File: src/lacls_regs.svh
// register offsets, field positions and reset values of the light alarm classifier
`ifndef LACLS_REGS_SVH
`define LACLS_REGS_SVH
`define LACLS_OFS_SEL_ONE 4'h0
`define LACLS_OFS_SEL_TWO 4'h1
`define LACLS_OFS_THERM 4'h2
`define LACLS_OFS_STATUS 4'h3
`define LACLS_OFS_MASK 4'h4
`define LACLS_OFS_DISP 4'h5
`define LACLS_SEL_RESET 16'h0000
`define LACLS_ONE_USED 16'hFC77
`define LACLS_TWO_USED 16'h3FFC
`define LACLS_THERM_BIT 11
`define LACLS_ST_MINOR 0
`define LACLS_ST_TRIP 1
`define LACLS_LED_DIV 26'h2FAF080
`endif

File: src/lacls_pkg.sv
// types shared by the light alarm classifier files
package lacls_pkg;
  typedef logic [15:0] lacls_word_t;
  typedef logic [3:0] lacls_nib_t;
  typedef logic [7:0] lacls_char_t;
endpackage

File: src/lacls_hex_digit.sv
// converts one 4-bit group into an ascii hexadecimal character
`timescale 1ns/10ps
module lacls_hex_digit
  import lacls_pkg::*;
(
  input wire lacls_nib_t nib_i,
  output lacls_char_t chr_o
);
  // lower-case a to f above nine
  always_comb begin
    if (nib_i < 4'hA) begin
      chr_o = 8'h30 + {4'h0, nib_i};
    end else begin
      chr_o = 8'h57 + {4'h0, nib_i};
    end
  end
endmodule

File: src/lacls_blink.sv
// divider that toggles the keypad led blink phase
`timescale 1ns/10ps
`include "lacls_regs.svh"
module lacls_blink #(
  parameter logic [25:0] HALF = `LACLS_LED_DIV
) (
  input wire logic clk_i,
  input wire logic rst_i,
  output logic phase_o
);
  logic [25:0] cnt;
  logic [25:0] next_cnt;
  logic next_phase;
  always_comb begin
    next_cnt = cnt + 26'h1;
    next_phase = phase_o;
    if (cnt >= HALF - 26'h1) begin
      next_cnt = 26'h0;
      next_phase = ~phase_o;
    end
  end
  always_ff @(posedge clk_i) begin
    if (rst_i) begin
      cnt <= 26'h0;
      phase_o <= 1'b0;
    end else begin
      cnt <= next_cnt;
      phase_o <= next_phase;
    end
  end
endmodule

File: src/lacls_top.sv
// light alarm classifier: masks, classification, display and wishbone slave
`timescale 1ns/10ps
`include "lacls_regs.svh"
module lacls_top
  import lacls_pkg::*;
#(
  parameter logic [25:0] BLINK_HALF = `LACLS_LED_DIV
) (
  input wire logic clk_i,
  input wire logic rst_i,
  input wire logic wb_cyc_i,
  input wire logic wb_stb_i,
  input wire logic wb_we_i,
  input wire logic [3:0] wb_adr_i,
  input wire logic [3:0] wb_sel_i,
  input wire logic [31:0] wb_dat_i,
  output logic [31:0] wb_dat_o,
  output logic wb_ack_o,
  input wire logic [15:0] fault_one_i,
  input wire logic [15:0] fault_two_i,
  output logic trip_o,
  output logic minor_alarm_output_o,
  output logic minor_ind_o,
  output logic keypad_led_o,
  output logic [7:0] disp_one_d3_o,
  output logic [7:0] disp_one_d2_o,
  output logic [7:0] disp_one_d1_o,
  output logic [7:0] disp_one_d0_o,
  output logic [7:0] disp_two_d3_o,
  output logic [7:0] disp_two_d2_o,
  output logic [7:0] disp_two_d1_o,
  output logic [7:0] disp_two_d0_o,
  output logic irq_o
);
  // ==========================================================
  // input synchronisers
  logic [15:0] f1_s1;
  logic [15:0] f1_s2;
  logic [15:0] f2_s1;
  logic [15:0] f2_s2;
  always_ff @(posedge clk_i) begin
    if (rst_i) begin
      f1_s1 <= 16'h0000;
      f1_s2 <= 16'h0000;
      f2_s1 <= 16'h0000;
      f2_s2 <= 16'h0000;
    end else begin
      f1_s1 <= fault_one_i;
      f1_s2 <= f1_s1;
      f2_s1 <= fault_two_i;
      f2_s2 <= f2_s1;
    end
  end

  // ==========================================================
  // registers
  lacls_word_t minor_alarm_select_one;
  lacls_word_t minor_alarm_select_two;
  logic thermistor_mode_setting;
  logic [1:0] status;
  logic [1:0] irq_mask;
  lacls_word_t next_sel_one;
  lacls_word_t next_sel_two;
  logic next_therm;
  logic [1:0] next_status;
  logic [1:0] next_irq_mask;
  logic next_ack;
  logic [31:0] next_dat;
  logic bus_req;
  logic wr_go;
  logic minor_ev;
  logic trip_ev;

  assign bus_req = wb_cyc_i & wb_stb_i & ~wb_ack_o;
  assign wr_go = bus_req & wb_we_i;

  // byte-lane merge for 16-bit registers; any value fits 0000-FFFF
  function automatic lacls_word_t lane_merge(input lacls_word_t old, input logic [31:0] d, input logic [3:0] s);
    lane_merge = old;
    if (s[0]) lane_merge[7:0] = d[7:0];
    if (s[1]) lane_merge[15:8] = d[15:8];
  endfunction

  always_comb begin
    next_sel_one = minor_alarm_select_one;
    next_sel_two = minor_alarm_select_two;
    next_therm = thermistor_mode_setting;
    next_irq_mask = irq_mask;
    next_status = status;
    next_ack = bus_req;
    next_dat = 32'h00000000;
    if (wr_go) begin
      unique case (wb_adr_i)
        `LACLS_OFS_SEL_ONE: next_sel_one = lane_merge(minor_alarm_select_one, wb_dat_i, wb_sel_i);
        `LACLS_OFS_SEL_TWO: next_sel_two = lane_merge(minor_alarm_select_two, wb_dat_i, wb_sel_i);
        `LACLS_OFS_THERM: if (wb_sel_i[0]) next_therm = wb_dat_i[0];
        `LACLS_OFS_STATUS: if (wb_sel_i[0]) next_status = status & ~wb_dat_i[1:0];
        `LACLS_OFS_MASK: if (wb_sel_i[0]) next_irq_mask = wb_dat_i[1:0];
        default: ;
      endcase
    end
    // set wins over a same-cycle clear
    if (minor_ev) next_status[`LACLS_ST_MINOR] = 1'b1;
    if (trip_ev) next_status[`LACLS_ST_TRIP] = 1'b1;
    if (bus_req & ~wb_we_i) begin
      unique case (wb_adr_i)
        `LACLS_OFS_SEL_ONE: next_dat = {16'h0000, minor_alarm_select_one};
        `LACLS_OFS_SEL_TWO: next_dat = {16'h0000, minor_alarm_select_two};
        `LACLS_OFS_THERM: next_dat = {31'h0, thermistor_mode_setting};
        `LACLS_OFS_STATUS: next_dat = {30'h0, status};
        `LACLS_OFS_MASK: next_dat = {30'h0, irq_mask};
        `LACLS_OFS_DISP: next_dat = {28'h0, minor_ind_o, keypad_led_o, minor_alarm_output_o, trip_o};
        default: next_dat = 32'h00000000;
      endcase
    end
  end

  always_ff @(posedge clk_i) begin
    if (rst_i) begin
      minor_alarm_select_one <= `LACLS_SEL_RESET;
      minor_alarm_select_two <= `LACLS_SEL_RESET;
      thermistor_mode_setting <= 1'b0;
      status <= 2'h0;
      irq_mask <= 2'h0;
      wb_ack_o <= 1'b0;
      wb_dat_o <= 32'h00000000;
    end else begin
      minor_alarm_select_one <= next_sel_one;
      minor_alarm_select_two <= next_sel_two;
      thermistor_mode_setting <= next_therm;
      status <= next_status;
      irq_mask <= next_irq_mask;
      wb_ack_o <= next_ack;
      wb_dat_o <= next_dat;
    end
  end

  // ==========================================================
  // classification
  lacls_word_t eff_one;
  lacls_word_t eff_two;
  lacls_word_t minor_two;
  lacls_word_t trip_two;
  logic any_minor;
  logic any_trip;
  logic therm_hit;
  logic prev_minor;
  logic prev_trip;
  logic blink;

  // unassigned positions ignore both fault and mask
  assign eff_one = f1_s2 & `LACLS_ONE_USED;
  assign eff_two = f2_s2 & `LACLS_TWO_USED;
  assign therm_hit = thermistor_mode_setting & eff_two[`LACLS_THERM_BIT];
  always_comb begin
    minor_two = eff_two & minor_alarm_select_two;
    trip_two = eff_two & ~minor_alarm_select_two;
    if (therm_hit) begin
      minor_two[`LACLS_THERM_BIT] = 1'b0;
      trip_two[`LACLS_THERM_BIT] = 1'b1;
    end
  end
  assign any_minor = (|(eff_one & minor_alarm_select_one)) | (|minor_two);
  assign any_trip = (|(eff_one & ~minor_alarm_select_one)) | (|trip_two);
  assign minor_ev = any_minor & ~prev_minor;
  assign trip_ev = any_trip & ~prev_trip;

  lacls_blink #(
    .HALF(BLINK_HALF)
  ) u_blink (
    .clk_i(clk_i),
    .rst_i(rst_i),
    .phase_o(blink)
  );

  always_ff @(posedge clk_i) begin
    if (rst_i) begin
      prev_minor <= 1'b0;
      prev_trip <= 1'b0;
      trip_o <= 1'b0;
      minor_alarm_output_o <= 1'b0;
      minor_ind_o <= 1'b0;
      keypad_led_o <= 1'b0;
      irq_o <= 1'b0;
    end else begin
      prev_minor <= any_minor;
      prev_trip <= any_trip;
      trip_o <= any_trip;
      minor_alarm_output_o <= any_minor;
      minor_ind_o <= any_minor;
      keypad_led_o <= any_minor & blink;
      irq_o <= |(next_status & irq_mask);
    end
  end

  // ==========================================================
  // hex display of both masks
  logic [7:0] chr [8];
  logic [31:0] both;
  assign both = {minor_alarm_select_one, minor_alarm_select_two};
  genvar gi;
  generate
    for (gi = 0; gi < 8; gi++) begin : g_dig
      lacls_hex_digit u_dig (
        .nib_i(both[gi*4 +: 4]),
        .chr_o(chr[gi])
      );
    end
  endgenerate

  always_ff @(posedge clk_i) begin
    if (rst_i) begin
      disp_one_d3_o <= 8'h30;
      disp_one_d2_o <= 8'h30;
      disp_one_d1_o <= 8'h30;
      disp_one_d0_o <= 8'h30;
      disp_two_d3_o <= 8'h30;
      disp_two_d2_o <= 8'h30;
      disp_two_d1_o <= 8'h30;
      disp_two_d0_o <= 8'h30;
    end else begin
      disp_one_d3_o <= chr[7];
      disp_one_d2_o <= chr[6];
      disp_one_d1_o <= chr[5];
      disp_one_d0_o <= chr[4];
      disp_two_d3_o <= chr[3];
      disp_two_d2_o <= chr[2];
      disp_two_d1_o <= chr[1];
      disp_two_d0_o <= chr[0];
    end
  end

  // ==========================================================
  // checks
  // classification
  thermistor_forced_trip_a: assert property (@(posedge clk_i) disable iff (rst_i)
    therm_hit |=> trip_o)
    else $error("thermistor in mode one did not trip");
  thermistor_no_minor_a: assert property (@(posedge clk_i) disable iff (rst_i)
    therm_hit && !(|(eff_one & minor_alarm_select_one))
    && !(|(eff_two & minor_alarm_select_two & ~(16'h0001 << `LACLS_THERM_BIT)))
    |=> !minor_alarm_output_o && !keypad_led_o)
    else $error("thermistor in mode one raised minor alarm");
  minor_output_follow_a: assert property (@(posedge clk_i) disable iff (rst_i)
    any_minor |=> minor_alarm_output_o && minor_ind_o)
    else $error("minor alarm output not raised");
  masked_one_minor_a: assert property (@(posedge clk_i) disable iff (rst_i)
    (|(eff_one & minor_alarm_select_one)) |=> minor_alarm_output_o)
    else $error("masked fault not minor");
  masked_two_minor_a: assert property (@(posedge clk_i) disable iff (rst_i)
    (|minor_two) |=> minor_alarm_output_o)
    else $error("masked fault of mask two not minor");
  unmasked_one_trip_a: assert property (@(posedge clk_i) disable iff (rst_i)
    (|(eff_one & ~minor_alarm_select_one)) |=> trip_o)
    else $error("unmasked fault did not trip");
  unmasked_two_trip_a: assert property (@(posedge clk_i) disable iff (rst_i)
    (|(eff_two & ~minor_alarm_select_two)) |=> trip_o)
    else $error("unmasked fault of mask two did not trip");
  led_quiet_a: assert property (@(posedge clk_i) disable iff (rst_i)
    !any_minor |=> !keypad_led_o)
    else $error("led blinks with no minor alarm");
  led_blink_on_a: assert property (@(posedge clk_i) disable iff (rst_i)
    any_minor && blink |=> keypad_led_o)
    else $error("led dark in blink phase of minor alarm");
  minor_status_set_a: assert property (@(posedge clk_i) disable iff (rst_i)
    minor_ev |=> status[`LACLS_ST_MINOR])
    else $error("minor alarm event not recorded");
  trip_status_set_a: assert property (@(posedge clk_i) disable iff (rst_i)
    trip_ev |=> status[`LACLS_ST_TRIP])
    else $error("trip event not recorded");
  unused_bit_a: assert property (@(posedge clk_i) disable iff (rst_i)
    ((f1_s2 & `LACLS_ONE_USED) == 16'h0 && (f2_s2 & `LACLS_TWO_USED) == 16'h0) |=> !trip_o && !minor_alarm_output_o)
    else $error("unassigned bit had effect");
  // display
  disp_top_digit_a: assert property (@(posedge clk_i) disable iff (rst_i)
    (minor_alarm_select_one[15:12] == 4'hF) |=> (disp_one_d3_o == 8'h66))
    else $error("leftmost digit wrong");
  disp_two_top_a: assert property (@(posedge clk_i) disable iff (rst_i)
    (minor_alarm_select_two[15:12] == 4'h3) |=> (disp_two_d3_o == 8'h33))
    else $error("leftmost digit of mask two wrong");
  disp_mid_digit_a: assert property (@(posedge clk_i) disable iff (rst_i)
    (minor_alarm_select_one[11:8] == 4'hC) |=> (disp_one_d2_o == 8'h63))
    else $error("letter digit wrong");
  disp_low_digit_a: assert property (@(posedge clk_i) disable iff (rst_i)
    (minor_alarm_select_two[3:0] == 4'h9) |=> (disp_two_d0_o == 8'h39))
    else $error("low digit wrong");
  // register bus
  mask_write_a: assert property (@(posedge clk_i) disable iff (rst_i)
    (wr_go && wb_adr_i == `LACLS_OFS_SEL_ONE && wb_sel_i == 4'hF)
    |=> minor_alarm_select_one == $past(wb_dat_i[15:0]))
    else $error("mask one write lost");
  mask_two_write_a: assert property (@(posedge clk_i) disable iff (rst_i)
    (wr_go && wb_adr_i == `LACLS_OFS_SEL_TWO && wb_sel_i == 4'hF)
    |=> minor_alarm_select_two == $past(wb_dat_i[15:0]))
    else $error("mask two write lost");
endmodule

File: config.mk
export PLATFORM = sky130hd
export DESIGN_NAME = lacls_top
export DESIGN_NICKNAME = d
export VERILOG_FILES = /design/src/lacls_pkg.sv /design/src/lacls_hex_digit.sv /design/src/lacls_blink.sv /design/src/lacls_top.sv
export VERILOG_INCLUDE_DIRS = /design/src
export SDC_FILE = /design/constraint.sdc
export NUM_CORES = 1
export LEC_CHECK = 0
export BUFFER_PORTS_ARGS = -buffer_cell sky130_fd_sc_hd__buf_2
export CAP_MARGIN = 20
export CORE_MARGIN = 1
export CORE_UTILIZATION = 43
export DETAILED_ROUTE_END_ITERATION = 7
export MAX_ROUTING_LAYER = met4
export PLACE_DENSITY = 0.66
export SYNTH_ARGS = -nofsm -noshare
export SYNTH_HDL_FRONTEND = slang
export SYNTH_SLANG_ARGS = --single-unit
File: constraint.sdc
create_clock -name clk_i -period 4.3 [get_ports clk_i]
set_input_delay 1.29 -clock clk_i [delete_from_list [all_inputs] [get_ports clk_i]]
set_output_delay 1.29 -clock clk_i [all_outputs]
set_load 0.05 [all_outputs]
==> flow_summary.json <==
{
  "clock_latency_ns": 0.44,
  "cp_common_cell": "nand2_1",
  "viasPerCell": 4.91,
  "start_kind": "input pin",
  "switching_power_w": 0.000861,
  "fmax_mhz": 394,
  "multi_input_area_sq_um": 3050,
  "yosysTopAreaCellShare_pct": 52.3,
  "start_util_pct": 43.8,
  "cts_buffer_depth": 2,
  "rows": 47,
  "synthDistinctLibCells": 57,
  "yosysWarnings": 0,
  "grt_first_pass_wirelength_um": 24900,
  "drc": 0,
  "hold_viol": 0,
  "status": "completed",
  "worst_slew_pin_slew_ns": 0.830,
  "synth_ff_type": "dfxtp_1",
  "crit_type": "in -> reg",
  "die_w_um": 132,
  "setup_viol": 0,
  "cp_slowest_stage_delay_ns": 0.67,
  "vias": 5559,
  "p_leak_nw": 3.44,
  "portBuffers": 128,
  "grt_usage_pct": 18.8,
  "grt_overflow": 0,
  "ctsResizeCount": 0,
  "fin_crit_sh_pct": 59.0,
  "power.density_nw_per_um2": 421,
  "stdcell_count": 1133,
  "cp-end-kind": "register",
  "hp-class": "reg -> reg",
  "final-seq-area_sq_um": 3780,
  "critPathMaxFanout": 22,
  "drt_pass1_iterations": 5,
  "area_delta_synth_final_pct": 17.9,
  "pin_count": 179,
  "relSlewSlack_pct": 44.7,
  "clkSinkCount": 189,
  "clock_power_share_pct": 44.9,
  "routed_wl_um": 15500,
  "ys_ff_latch": 189,
  "p_sw_share_pct": 24.0,
  "die-area_sq_um": 17400,
  "grt_pass1_vias": 4931,
  "avgSynthCellArea_sq_um": 9.16,
  "wire_per_inst_um": 13.7,
  "p_comb_share_pct": 5.0,
  "nNetsFinal": 985,
  "postRouteAntennaNets": 0,
  "antenna_found_initial": 1,
  "fin_area_sq_um": 8530,
  "core_area_sq_um": 16500,
  "cts_buffers": 17,
  "postCtsSetupBuffers": 0,
  "path_cells": "buf_2, and3b_1, and3_1, nand2_1, nand2_1, a21oi_1",
  "ir_worst_vdd_v": 0.000319,
  "synth_common_cells": "dfxtp_1 (189), nor2_1 (76), nand2_1 (64), nor2b_1 (64), a21oi_1 (52)",
  "die_h_um": 132,
  "fillers": 1570,
  "slowest_stage": "and3_1",
  "cts_hold_buf": 0,
  "whs_ns": 0.435,
  "slew_viol_final": 0,
  "required_ns": 4.60,
  "dpl.hpwl_um": 11000,
  "syn_area_sq_um": 7240,
  "dp_cells": 1100,
  "fin_worst_skew_ns": 0.0119,
  "routabilityCongestion": 0.881,
  "place_area_sq_um": 7910,
  "synth_edf_count": 0,
  "intPower_w": 0.00273,
  "drt_iter0_drc": 456,
  "cap_violations": 0,
  "cp.arrival_ns": 2.84,
  "tns_ns": 0,
  "clockRootBuffer": "clkbuf_16",
  "clk_pin_slew_ns": 0.07,
  "drive_gt1_share_pct": 19.3,
  "synth.largest_area_cell": "dfxtp_1",
  "grt_max_degree": 52,
  "min_period_ns": 2.54,
  "yosysMostFrequentCell": "dfxtp_1",
  "cts_tree": "built",
  "ys_async_sr_fraction_pct": 0,
  "cts-htree-levels": 4,
  "synth.top_cells.by_area": "dfxtp_1 (52%), nor2b_1 (5.5%), nor2_1 (3.9%)",
  "sequentialPowerShare_pct": 50.1,
  "seq_area_frac_synth_pct": 52.3,
  "grt_setup_unrepaired": "false",
  "synth_cells": 790
}
-- worst paths after layout --
check,endpoint,start,cells after the start,slack [ns]
setup / recovery,minor_alarm_select_one[2],wb_stb_i,6,1.76
hold / removal,f2_s2[9],f2_s1[9],1,0.44
setup reg to reg,u_blink.cnt[24],u_blink.cnt[0],5,2.22
hold reg to reg,f2_s2[9],f2_s1[9],1,0.44
-- cells in the final DEF (no fill, tap or decap), types with 19 or more instances in the layout --
| master | synthesis | final |
|---|---|---|
| buf_2 | 9 | 127 |
| nor2_1 | 76 | 76 |
| o21ai_0 | 19 | 19 |
| inv_1 | 34 | 34 |
| dfxtp_1 | 189 | 189 |
| a21oi_1 | 52 | 52 |
| nand3_1 | 40 | 40 |
| nand2_1 | 64 | 64 |
| nor2b_1 | 64 | 64 |
| conb_1 | 2 | 32 |
| a22oi_1 | 25 | 25 |
| xnor2_1 | 23 | 23 |
-- state kept, by name, indices dropped and copies added, names as in the netlist, 12 cells and up --
name / flops
f1_s1: 12
f1_s2: 12
f2_s1: 12
f2_s2: 12
minor_alarm_select_one: 16
minor_alarm_select_two: 16
u_blink.cnt: 26
wb_dat_o: 16
-- power groups by stage --
stage | logic, W | registers, W | clock network [W]
after global routing | 0.000194 | 0.00180 | 0.00172
after global placement | 0.000180 | 0.00184 | 0
after CTS | 0.000181 | 0.00180 | 0.00165
after detailed placement | 0.000180 | 0.00184 | 0
after floorplan | 0.000132 | 0.00185 | 0
final | 0.000181 | 0.00180 | 0.00161
-- critical path, delay by kind of cell --
family | cells | cell delay (ns)
buffers and inverters | 1 | 0.07
and+or+nand+nor | 4 | 1.40
AOI/OAI and AO/OA | 1 | 0.07
-- metrics by stage --
step	utilization, %	total power (W)	setup slack, ns
after floorplan	-	0.00198	1.88
after global placement	47.9	0.00202	1.37
after detailed placement	47.9	0.00202	1.37
after CTS	51.6	0.00362	1.81
after global routing	51.6	0.00371	1.58
final	51.6	0.00359	1.76
-- logic make-up after synthesis --
logic type / synth area share (%)
simple gates: 22.4
flops: 52.3
compound gates: 10.9
buf+inv: 7.38
xor+xnor: 3.87
fa+ha+maj: 1.56
mux: 1.49
other cells: 0.104
-- metal layers --
metal  track usage (%)  vias to the layer above  wire length [um]
met5                 -                        -                 0
met2              27.2                      189              6730
met4              8.07                        0               284
met3              3.94                       19               933
met1              25.3                     2519              7570
li1                  -                     2832                 -
-- layout make-up --
cell class | instances | area share [%]
Multi-Input combinational cell | 524 | 35.7
Inverter | 34 | 1.50
Sequential cell | 189 | 44.4
Antenna cell | 1 | 0.0293
Clock inverter | 14 | 2.05
Timing Repair Buffer | 133 | 7.98
Clock buffer | 18 | 5.15
Tap cell | 220 | 3.23
(Power assumes the default switching activity.)
